[src/core/ewsc_defines.svh]
// Constants for the memory word check and correct block
`ifndef EWSC_DEFINES_SVH
`define EWSC_DEFINES_SVH
`define EWSC_WORD_W        16
`define EWSC_DATA_W        11
`define EWSC_ADDR_W        7
`define EWSC_DATA_LSB      5
`define EWSC_PAR_POS       4
`define EWSC_WORDS         8'h80
`define EWSC_LAST_ADDR     7'h7F
`define EWSC_CFG_WORDS     8
`define EWSC_CFG_LAST      7'h07
`define EWSC_FATAL_BIT     1
`define EWSC_ADDR_IR_GAIN_A 7'h00
`define EWSC_ADDR_IR_GAIN_B 7'h01
`define EWSC_ADDR_TEMP_GAIN 7'h02
`define EWSC_ADDR_CMP_SUP   7'h03
`define EWSC_ADDR_OUT_SENS  7'h04
`define EWSC_ADDR_OSC_CTRL  7'h05
`define EWSC_ADDR_REF_CTRL  7'h06
`define EWSC_ADDR_AVG_FILT  7'h07
`define EWSC_ADDR_CMP1_TH   7'h73
`define EWSC_ADDR_CMP1_HS   7'h74
`define EWSC_ADDR_REL_TH    7'h75
`define EWSC_ADDR_REL_HS    7'h76
`define EWSC_ADDR_USER      7'h78
`endif

[src/core/ewsc_pkg.sv]
// Types for the memory word check and correct block
package ewsc_pkg;
    typedef enum logic [6:0] {
        EWSC_IDLE   = 7'b000_0001,
        EWSC_READ   = 7'b000_0010,
        EWSC_WAIT   = 7'b000_0100,
        EWSC_CHECK  = 7'b000_1000,
        EWSC_FIX    = 7'b001_0000,
        EWSC_LOAD   = 7'b010_0000,
        EWSC_RUN    = 7'b100_0000
    } ewsc_state_type;
endpackage

[src/core/ewsc_codec.sv]
// Power-on check, correct and load of protected configuration memory words
`timescale 1ns/100ps
`include "ewsc_defines.svh"

module ewsc_codec (
    input  wire logic                         core_clk_i,
    input  wire logic                         sys_rst_i,
    output logic [6:0]                        mem_addr_o,
    output logic                              mem_rd_o,
    input  wire logic                         mem_rd_valid_i,
    input  wire logic [15:0]                  mem_rd_data_i,
    output logic                              mem_wr_o,
    output logic [15:0]                       mem_wr_data_o,
    input  wire logic                         mem_wr_done_i,
    output logic [15:0]                       cfg_word_o [0:7],
    output logic [3:0]                        status_o,
    output logic                              fatal_memory_error_flag_o,
    output logic                              check_done_o,
    output logic                              ready_o,
    output ewsc_pkg::ewsc_state_type          state_o,
    input  wire logic [6:0]                   rd_addr_i,
    output logic [10:0]                       rd_payload_o
);
    import ewsc_pkg::*;

    // ----------------------------------------
    // Parity and code functions
    // ----------------------------------------
    function automatic logic parity_of(input logic [15:0] v);
        parity_of = ^v;
    endfunction

    function automatic logic [3:0] check_bits(input logic [10:0] d);
        logic [3:0] h;
        h[0] = parity_of({9'h000, d[0], d[1], d[3], d[4], d[6], d[8], d[10]});
        h[1] = parity_of({9'h000, d[0], d[2], d[3], d[5], d[6], d[9], d[10]});
        h[2] = parity_of({9'h000, d[1], d[2], d[3], d[7], d[8], d[9], d[10]});
        h[3] = parity_of({9'h000, d[10:4]});
        check_bits = h;
    endfunction

    function automatic logic [15:0] encode(input logic [10:0] d);
        logic [3:0] h;
        h = check_bits(d);
        encode = {d, parity_of({1'b0, d, h}), h};
    endfunction

    // Maps a syndrome onto the data bit it names; 4'hF means none
    function automatic logic [3:0] syn_to_data(input logic [3:0] s);
        logic [3:0] r;
        r = 4'hF;
        for (int i = 0; i < 11; i++) begin
            if (check_bits(11'(1 << i)) == s) begin
                r = 4'(i);
            end
        end
        syn_to_data = r;
    endfunction

    // ----------------------------------------
    // Sequencer
    // ----------------------------------------
    ewsc_state_type state_reg, state_next;
    logic [7:0]     addr_reg, addr_next;
    logic [15:0]    word_reg, word_next;
    logic           fatal_reg, fatal_next;
    logic [15:0]    cfg_reg [0:7];
    logic [15:0]    cfg_next [0:7];
    logic [10:0]    shadow_reg [0:127];
    logic           shadow_we;
    logic [10:0]    shadow_wd;
    logic [10:0]    pay_reg, pay_next;

    logic [3:0]     syndrome;
    logic           mismatch;
    logic [3:0]     dpos;
    logic [15:0]    fixed_word;

    always_comb begin
        syndrome   = check_bits(word_reg[15:5]) ^ word_reg[3:0];
        mismatch   = parity_of(word_reg);
        dpos       = syn_to_data(syndrome);
        fixed_word = word_reg;
        if (dpos != 4'hF) begin
            fixed_word[`EWSC_DATA_LSB + dpos] = ~word_reg[`EWSC_DATA_LSB + dpos];
        end
        fixed_word = encode(fixed_word[15:5]);
    end

    always_comb begin
        state_next = state_reg;
        addr_next  = addr_reg;
        word_next  = word_reg;
        fatal_next = fatal_reg;
        shadow_we  = 1'b0;
        shadow_wd  = word_reg[15:5];
        for (int i = 0; i < `EWSC_CFG_WORDS; i++) begin
            cfg_next[i] = cfg_reg[i];
        end
        unique case (state_reg)
            EWSC_IDLE: begin
                addr_next  = 8'h00;
                state_next = EWSC_READ;
            end
            EWSC_READ: begin
                state_next = EWSC_WAIT;
            end
            EWSC_WAIT: begin
                if (mem_rd_valid_i) begin
                    word_next  = mem_rd_data_i;
                    state_next = EWSC_CHECK;
                end
            end
            EWSC_CHECK: begin
                shadow_we = 1'b1;
                if (syndrome != 4'h0 && !mismatch) begin
                    fatal_next = 1'b1;
                end else if (mismatch) begin
                    word_next  = fixed_word;
                    shadow_wd  = fixed_word[15:5];
                    state_next = EWSC_FIX;
                end
                if (!(mismatch) || (syndrome != 4'h0 && !mismatch)) begin
                    if (addr_reg[6:0] == `EWSC_LAST_ADDR) begin
                        addr_next  = 8'h00;
                        state_next = EWSC_LOAD;
                    end else begin
                        addr_next  = addr_reg + 8'h01;
                        state_next = EWSC_READ;
                    end
                end
            end
            EWSC_FIX: begin
                if (mem_wr_done_i) begin
                    if (addr_reg[6:0] == `EWSC_LAST_ADDR) begin
                        addr_next  = 8'h00;
                        state_next = EWSC_LOAD;
                    end else begin
                        addr_next  = addr_reg + 8'h01;
                        state_next = EWSC_READ;
                    end
                end
            end
            EWSC_LOAD: begin
                for (int i = 0; i < `EWSC_CFG_WORDS; i++) begin
                    cfg_next[i] = encode(shadow_reg[i]);
                end
                state_next = EWSC_RUN;
            end
            EWSC_RUN: begin
                state_next = EWSC_RUN;
            end
            default: begin
                state_next = EWSC_IDLE;
            end
        endcase
    end

    always_ff @(posedge core_clk_i) begin
        if (sys_rst_i) begin
            state_reg <= EWSC_IDLE;
            addr_reg  <= 8'h00;
            word_reg  <= 16'h0000;
            fatal_reg <= 1'b0;
            for (int i = 0; i < `EWSC_CFG_WORDS; i++) begin
                cfg_reg[i] <= 16'h0000;
            end
        end else begin
            state_reg <= state_next;
            addr_reg  <= addr_next;
            word_reg  <= word_next;
            fatal_reg <= fatal_next;
            for (int i = 0; i < `EWSC_CFG_WORDS; i++) begin
                cfg_reg[i] <= cfg_next[i];
            end
        end
    end

    // ----------------------------------------
    // Payload shadow and read extraction
    // ----------------------------------------
    always_ff @(posedge core_clk_i) begin
        if (shadow_we) begin
            shadow_reg[addr_reg[6:0]] <= shadow_wd;
        end
    end

    always_comb begin
        pay_next = shadow_reg[rd_addr_i];
    end

    always_ff @(posedge core_clk_i) begin
        if (sys_rst_i) begin
            pay_reg <= 11'h000;
        end else begin
            pay_reg <= pay_next;
        end
    end

    // ----------------------------------------
    // Outputs
    // ----------------------------------------
    assign mem_addr_o                = addr_reg[6:0];
    assign mem_rd_o                  = (state_reg == EWSC_READ);
    assign mem_wr_o                  = (state_reg == EWSC_FIX);
    assign mem_wr_data_o             = word_reg;
    assign cfg_word_o                = cfg_reg;
    assign status_o                  = {2'b00, fatal_reg, 1'b0};
    assign fatal_memory_error_flag_o = fatal_reg;
    assign check_done_o              = (state_reg == EWSC_LOAD) || (state_reg == EWSC_RUN);
    assign ready_o                   = (state_reg == EWSC_RUN);
    assign state_o                   = state_reg;
    assign rd_payload_o              = pay_reg;
endmodule

[config.mk]
export PLATFORM = sky130hd
export DESIGN_NAME = ewsc_codec
export DESIGN_NICKNAME = d
export VERILOG_FILES = /design/src/core/ewsc_pkg.sv /design/src/core/ewsc_codec.sv
export VERILOG_INCLUDE_DIRS = /design/src /design/src/core
export SDC_FILE = /design/constraint.sdc
export NUM_CORES = 2
export LEC_CHECK = 0
export ABC_AREA = 1
export BUFFER_PORTS_ARGS = -buffer_cell sky130_fd_sc_hd__buf_2
export CELL_PAD_IN_SITES_DETAIL_PLACEMENT = 2
export CELL_PAD_IN_SITES_GLOBAL_PLACEMENT = 2
export CORE_ASPECT_RATIO = 1.25
export CORE_MARGIN = 2
export CORE_UTILIZATION = 43
export CTS_BUF_LIST = sky130_fd_sc_hd__clkbuf_16
export DETAILED_ROUTE_END_ITERATION = 6
export PLACE_DENSITY_LB_ADDON = 0.1
export SLEW_MARGIN = 30
export SYNTH_ARGS = -nofsm -noshare
export SYNTH_HDL_FRONTEND = slang
export SYNTH_SLANG_ARGS = --single-unit
[constraint.sdc]
create_clock -name core_clk_i -period 12 [get_ports core_clk_i]
set_input_delay 1.8 -clock core_clk_i [delete_from_list [all_inputs] [get_ports core_clk_i]]
set_output_delay 1.8 -clock core_clk_i [all_outputs]
set_load 0.02 [all_outputs]
# Yosys cells after proc, flatten, opt, wreduce, memory -nomap -nowiden
# Memories as Yosys holds them, arrays and structs flattened. A register that Yosys moved wholly into a read port is not among the register bits.
# Cells that the tools add are included.
# Widths: inputs -> output; s select.
word_totals:
  ff_bits: 160
  mem_bits_rw: 1408
  in_bits: 27
  out_inout_bits: 178
  wordCells: 147
  n_memories: 1
classes:
  n_addsub: 2
  order_cmp: 2
  n_eq_ne: 27
  muxes: 38
  bitwise: 2
  n_reduce_logical: 63
memory_table:
  columns: ["memory", "depth", "word_bits", "read_ports", "rd_clocked_by_memory_dff", "write_ports", "line", "source"]
  rows:
  - ["shadow_reg", 128, 11, 9, 1, 1, "ewsc_codec.sv:69", "logic [10:0] shadow_reg [0:127];"]
ops:
  columns: ["operator", "n"]
  rows:
  - ["$reduce_xor 16->1", 50]
  - ["$mux 16", 4]
  - ["$mux 4", 11]
  - ["$pmux 7 s6", 1]
  - ["$mux 7", 5]
  - ["$mux 11", 3]
  - ["$pmux 16 s2", 1]
  - ["$eq 4x4->1 const A", 7]
  - ["$mux 8", 3]
  - ["$pmux 8 s3", 1]
  - ["$bwmux 16", 1]
  - ["$eq 7x7->1 const B", 2]
  - ["$eq 3x4->1 const A", 3]
  - ["$add 8x1->8 const B", 1]
  - ["$ne 2x2->1 const B", 4]
  - ["$reduce_and 4->1", 2]
  - ["$eq 7x1->1 const B", 1]
  - ["$eq 7x2->1 const B", 1]
  - ["$eq 7x3->1 const B", 1]
  - ["$eq 7x4->1 const B", 1]
  - ["$eq 7x5->1 const B", 1]
  - ["$eq 7x6->1 const B", 1]
  - ["$mux 6", 1]
  - ["$ne 3x3->1 const B", 2]
  - ["other kinds (20)", 26]

# Logic depth before layout (Yosys ltp)
depth:
  word_depth: 26
  mapped_depth: 36
  ltp_nobuf: 35

# Least setup slack after synthesis
# Ideal clock, no wire load.
synth_timing:
  kind: "register to register"
  from: "reg word_reg[9] (netlist: mem_wr_data_o[9])"
  to: "mem shadow_reg[0][4] (data pin)"
  setup_ps: 1197
  t_arrival_ps: 7719
  t_required_ps: 10803
  setup_slack_ps: 3084
  path_stages_with_launch: 21
  n_path_buf: 2
  period_less_slack_ps: 8916
  cell_sequence: "dfxtp_1 > buf_4 > nor2_1 > nor2_1 > nand2_1 > nand2_1 > nand3_1 > nand2_4 > inv_2 > o21ai_2 > o21ai_0 > ha_1 > inv_1 > nand3_1 > nand2_1 > nand2_2 > nand2_4 > nor2_8 > buf_8 > o21ai_1 > o21ai_0"
synth_via:
  elab_chain_cells: 24
  word_cells_on_any_way: 44
  classes_between: "add/sub: 1; order compare: 2; eq/ne: 12; mux: 20; bitwise: 2; reduce/logical: 7"
synth_rtl:
  columns: ["item", "line", "source"]
  rows:
  - ["start, declared", "ewsc_codec.sv:65", "logic [15:0] word_reg, word_next;"]
  - ["start signal, assigned", "ewsc_codec.sv:171", "word_reg <= word_next;"]
  - ["$reduce_xor 16->1", "ewsc_codec.sv:30", "parity_of = ^v;"]
  - ["$xor 4x4->4", "ewsc_codec.sv:80", "syndrome = check_bits(word_reg[15:5]) ^ word_reg[3:0];"]
  - ["$eq 2x4->1", "ewsc_codec.sv:53", "if (check_bits(11'(1 << i)) == s) begin"]
  - ["$mux 4 (11 in series)", "ewsc_codec.sv:53", null]
  - ["$add 3x4->5 (no line)", null, null]
  - ["$ge 5x1->1 / $lt 5x5->1 (equally long branches)", "ewsc_codec.sv:85", "fixed_word[`EWSC_DATA_LSB + dpos] = ~word_reg[`EWSC_DATA_LSB + dpos];"]
  - ["$logic_and 1x1->1", "ewsc_codec.sv:85", null]
  - ["$mux 1", "ewsc_codec.sv:85", null]
  - ["$demux 1 s4", "ewsc_codec.sv:85", null]
  - ["$bwmux 16", "ewsc_codec.sv:85", null]
  - ["$mux 16", "ewsc_codec.sv:84", "if (dpos != 4'hF) begin"]
  - ["$mux 11", "ewsc_codec.sv:118", "end else if (mismatch) begin"]
  - ["$mux 11", "ewsc_codec.sv:116", "if (syndrome != 4'h0 && !mismatch) begin"]
  - ["$mux 11 *", "ewsc_codec.sv:100", "unique case (state_reg)"]
  - ["via shadow_wd[4]", "ewsc_codec.sv:71", "logic [10:0] shadow_wd;"]
  - ["end, declared", "ewsc_codec.sv:69", null]
# The timed path passes the listed nets; every way through them passes the cells marked *. The select of a mux whose other input is x is not followed.

# Worst setup path after layout
layout_timing:
  from: "reg word_reg[8] (netlist: mem_wr_data_o[8])"
  to: "mem shadow_reg[86][6] (data pin)"
layout_via:
  elab_chain_cells: 24
  word_cells_on_any_way: 45
  classes_between: "add/sub: 1; order compare: 2; eq/ne: 12; mux: 20; bitwise: 2; reduce/logical: 8"
layout_rtl:
  columns: ["item", "line"]
  rows:
  - ["$reduce_xor 16->1", "ewsc_codec.sv:30"]
  - ["$xor 4x4->4", "ewsc_codec.sv:80"]
  - ["$eq 2x4->1", "ewsc_codec.sv:53"]
  - ["$mux 4 (11 in series)", "ewsc_codec.sv:53"]
  - ["$add 3x4->5 (no line)", null]
  - ["$ge 5x1->1 / $lt 5x5->1 (equally long branches)", "ewsc_codec.sv:85"]
  - ["$logic_and 1x1->1", "ewsc_codec.sv:85"]
  - ["$mux 1", "ewsc_codec.sv:85"]
  - ["$demux 1 s4", "ewsc_codec.sv:85"]
  - ["$bwmux 16", "ewsc_codec.sv:85"]
  - ["$mux 16", "ewsc_codec.sv:84"]
  - ["$mux 11", "ewsc_codec.sv:118"]
  - ["$mux 11 *", "ewsc_codec.sv:116"]
  - ["$mux 11 *", "ewsc_codec.sv:100"]
  - ["via shadow_wd[6]", "ewsc_codec.sv:71"]
# Marks and branches as above.

==> key figures <==
Routing
  – Vias: 47523
  – Routed Antenna Nets: 0
  – Final wirelength: 242.7 mm
  – Total iterations of the first detailed-routing run: 5
  – DRC: 0
  – 1st-iter DRT viols: 4417
  – Avg WL per Cell: 31.00 um
  – DR vias/cell: a little over 6

Yosys
  – Cell taking the most area after synthesis: edfxtp_1
  – Synth Register Bits: 1578
  – Synth unique cells: 50
  – Synth Instances: around 5600
  – Post-synthesis area per instance: 11.71 sq um
  – Syn. warnings: 0
  – Top cell type's share of synthesized area: 0.6485
  – Dominant cells by area after synthesis: edfxtp_1, o21ai_0, nor2_1
  – Sequential share of the synthesized area: 0.7007
  – Mapped Area: ~0.065 sq mm

Global route
  – Grt total ovfl: 0
  – Largest net degree at the start of global routing: 178
  – First-pass GRT wire length: 353.1 mm
  – Gr usage total: 0.3093
  – Initial antenna violation count: 11
  – Vias in the first global route: about 51000

Clock network
  – Longest Clk Path Bufs: 3
  – CTS tree: built
  – Clock sink count: 1578
  – Clock transition at path regs: 0.06 ns
  – CTS resizes: 0
  – Worst-Skew Late Latency: 0.82 ns
  – CTS root buf: clkbuf_16
  – Count of hold-fix buffers inserted at cts: 0
  – Number of CTS-inserted buffers: about 160
  – Post-CTS Setup Repair Bufs: 0
  – H-tree depth: 4

Critical path
  – Worst Setup Start Kind: flip-flop
  – R2R setup slack: 6.33 ns
  – WP data required: about 12 ns
  – Critical Path End Type: flip-flop
  – Crit Path Class: flip-flop to flip-flop
  – Crit Path Max Fanout: 72
  – Crit path DAT: approximately 6.1 ns

Floorplan
  – Die ar.: 0.1548 sq mm
  – Core area: 0.1504 sq mm
  – Top Ports: 205
  – Die width: 352.3 um
  – Initial Util: 0.4335
  – Rows: 159
  – Die Y: 439.3 um

Power and ir drop
  – PwrDens: 155.1 mW/mm^2
  – Comb power frac: 0.057
  – Flop pwr share: 0.518
  – Net switching power: 2.712 mW
  – Max rail drop VDD: 0.0001488 V
  – Lkg Pwr: 27.71 nW
  – Clk network pwr share: 0.424
  – Net Sw Frac: 0.2371
  – Cell-internal power: roughly 8.7 mW
  – Overall Power: roughly 11 mW

Timing
  – Max-Slew Margin vs Limit: 0.3212
  – RSZ-0062 raised after global routing: false
  – Layout Skew: 0.03150 ns
  – Tcrit/Tclk final: 0.4722
  – Hold slack: between 0.5 and 0.6 ns
  – Final Max Tran Viols: 0
  – Worst Tran Pin Value: 1.017 ns
  – Final min period: 5.666 ns
  – F_max: 0.1765 GHz
  – Finish-stage setup viols: 0
  – Final setup TNS: 0 ns
  – Final hold vios: 0

Placed design
  – PortBufs: 201
  – Post-DP HPWL: 145.4 mm
  – RD Place Congestion: 0.8118
  – Dpl cells: 7527

Finish
  – Final net count: 5715
  – Share of layout cells above drive strength 1: 0.1261
  – Area growth from synthesis to layout: 13.11%
  – Fin cells: between 7000 and 8000
  – Fill count: between 10000 and 15000
  – Largest register FFs: roughly 1400

Run status
  – Status: finished clean

Flow run
  – Max_cap viols: 0

Hold path
  – Worst hold path type: flip-flop to flip-flop
## final timing paths
path | startpoint | to | cells after the start
worst min-delay path | cfg_word_o[84] | cfg_word_o[84] | 2
worst max register to register | mem_wr_data_o[8] | shadow_reg[86][6] | 21
worst max-delay path | mem_wr_data_o[8] | shadow_reg[86][6] | 21
worst min register to register | cfg_word_o[84] | cfg_word_o[84] | 2
## stage by stage
| stage | util | worst slack, ns | cell area [sq um] |
|---|---|---|---|
| after floorplan | - | 3.084 | 65200 |
| after global placement | 0.4553 | 5.772 | 68470 |
| after detailed placement | 0.4568 | 5.695 | 68700 |
| after CTS | 0.4897 | 6.143 | 73650 |
| after global routing | 0.4903 | 5.940 | 73740 |
| final | 0.4903 | 6.334 | 73740 |
## layout make-up
cell class	instances	area [sq um]	area share
diodes	3	7.507	0.0001018
clock buffers	171	4279	0.05803
well taps	2012	2517	0.03414
multi-input cells	3455	17820	0.2416
flip-flops and latches	1578	45680	0.6195
repair buffers	328	2147	0.02912
clock inverters	128	670.6	0.009094
inverters	155	619.3	0.008399
## power groups by stage
stage / sequential (mW) / combinational (mW) / clock, mW
3_5_place_dp: 6.05 / 0.641 / 0
5_1_grt: 5.93 / 0.701 / 5.09
2_1_floorplan: 6.05 / 0.366 / 0
3_3_place_gp: 6.05 / 0.611 / 0
4_1_cts: 5.93 / 0.652 / 4.91
6_report: 5.93 / 0.656 / 4.85
## Yosys cell counts, drive strengths merged
cell,count
a211oi,1
a21boi,3
a21o,1
a21oi,76
a221oi,5
a31oi,15
buf,30
clkbuf,349
clkinv,2
conb,1
dfxtp,170
dlygate4sd1,1
edfxtp,1408
ha,6
inv,153
nand2,342
nand3,78
nand4,11
nor2,1212
nor3,7
nor3b,2
nor4,3
o211ai,44
o21ai,1005
o221a,1
o221ai,71
o22ai,340
o311ai,12
o32ai,4
or2,3
xnor2,105
xor2,105
## cell usage in the layout (no fill, tap or decap), types with 73 or more instances in the layout
cell	instances
dfxtp_1	170
o22ai_1	340
a21oi_1	73
xnor2_1	105
nor2_2	81
o21ai_0	985
clkbuf_16	171
edfxtp_1	1408
xor2_1	105
nand2_1	310
nor2_1	1122
inv_1	163
buf_2	197
buf_4	112
## critical path, stage by stage (launching register included)
cell and delay [ns]:
dfxtp_1 0.60, inv_4 0.12, nand2_1 0.13, nand2_1 0.08, nand2_1 0.07, nand2_1 0.07, nand2_1 0.10, nand3_2 0.15
nand2_2 0.16, inv_1 0.07, o21ai_0 0.57, ha_1 0.37, inv_1 0.13, nand3_1 0.10, nand2_1 0.10, nand2_1 0.11
nand2_4 0.08, nor2_8 0.27, a21oi_4 0.20, o21ai_4 0.15, buf_4 0.64, buf_4 0.85
## layer usage
layer  share of wire  track usage
met1            0.40       0.3888
met2            0.50       0.5363
met3           0.056      0.04340
met4           0.044       0.1298
met5         0.00028            0
## cell families (layout without fill, tap and decap cells)
logic type,count (synthesis),count (layout),synth area share
other,1,6,0.00005752
XOR/XNOR,210,210,0.02821
buffers and inverters,535,782,0.03213
AO/OA/AOI/OAI,1578,1578,0.1360
flip-flops,1578,1578,0.7007
AND/OR/NAND/NOR,1658,1658,0.1017
adder cells (fa/ha/maj),6,6,0.001151
Power figures use the tool's default switching activity.
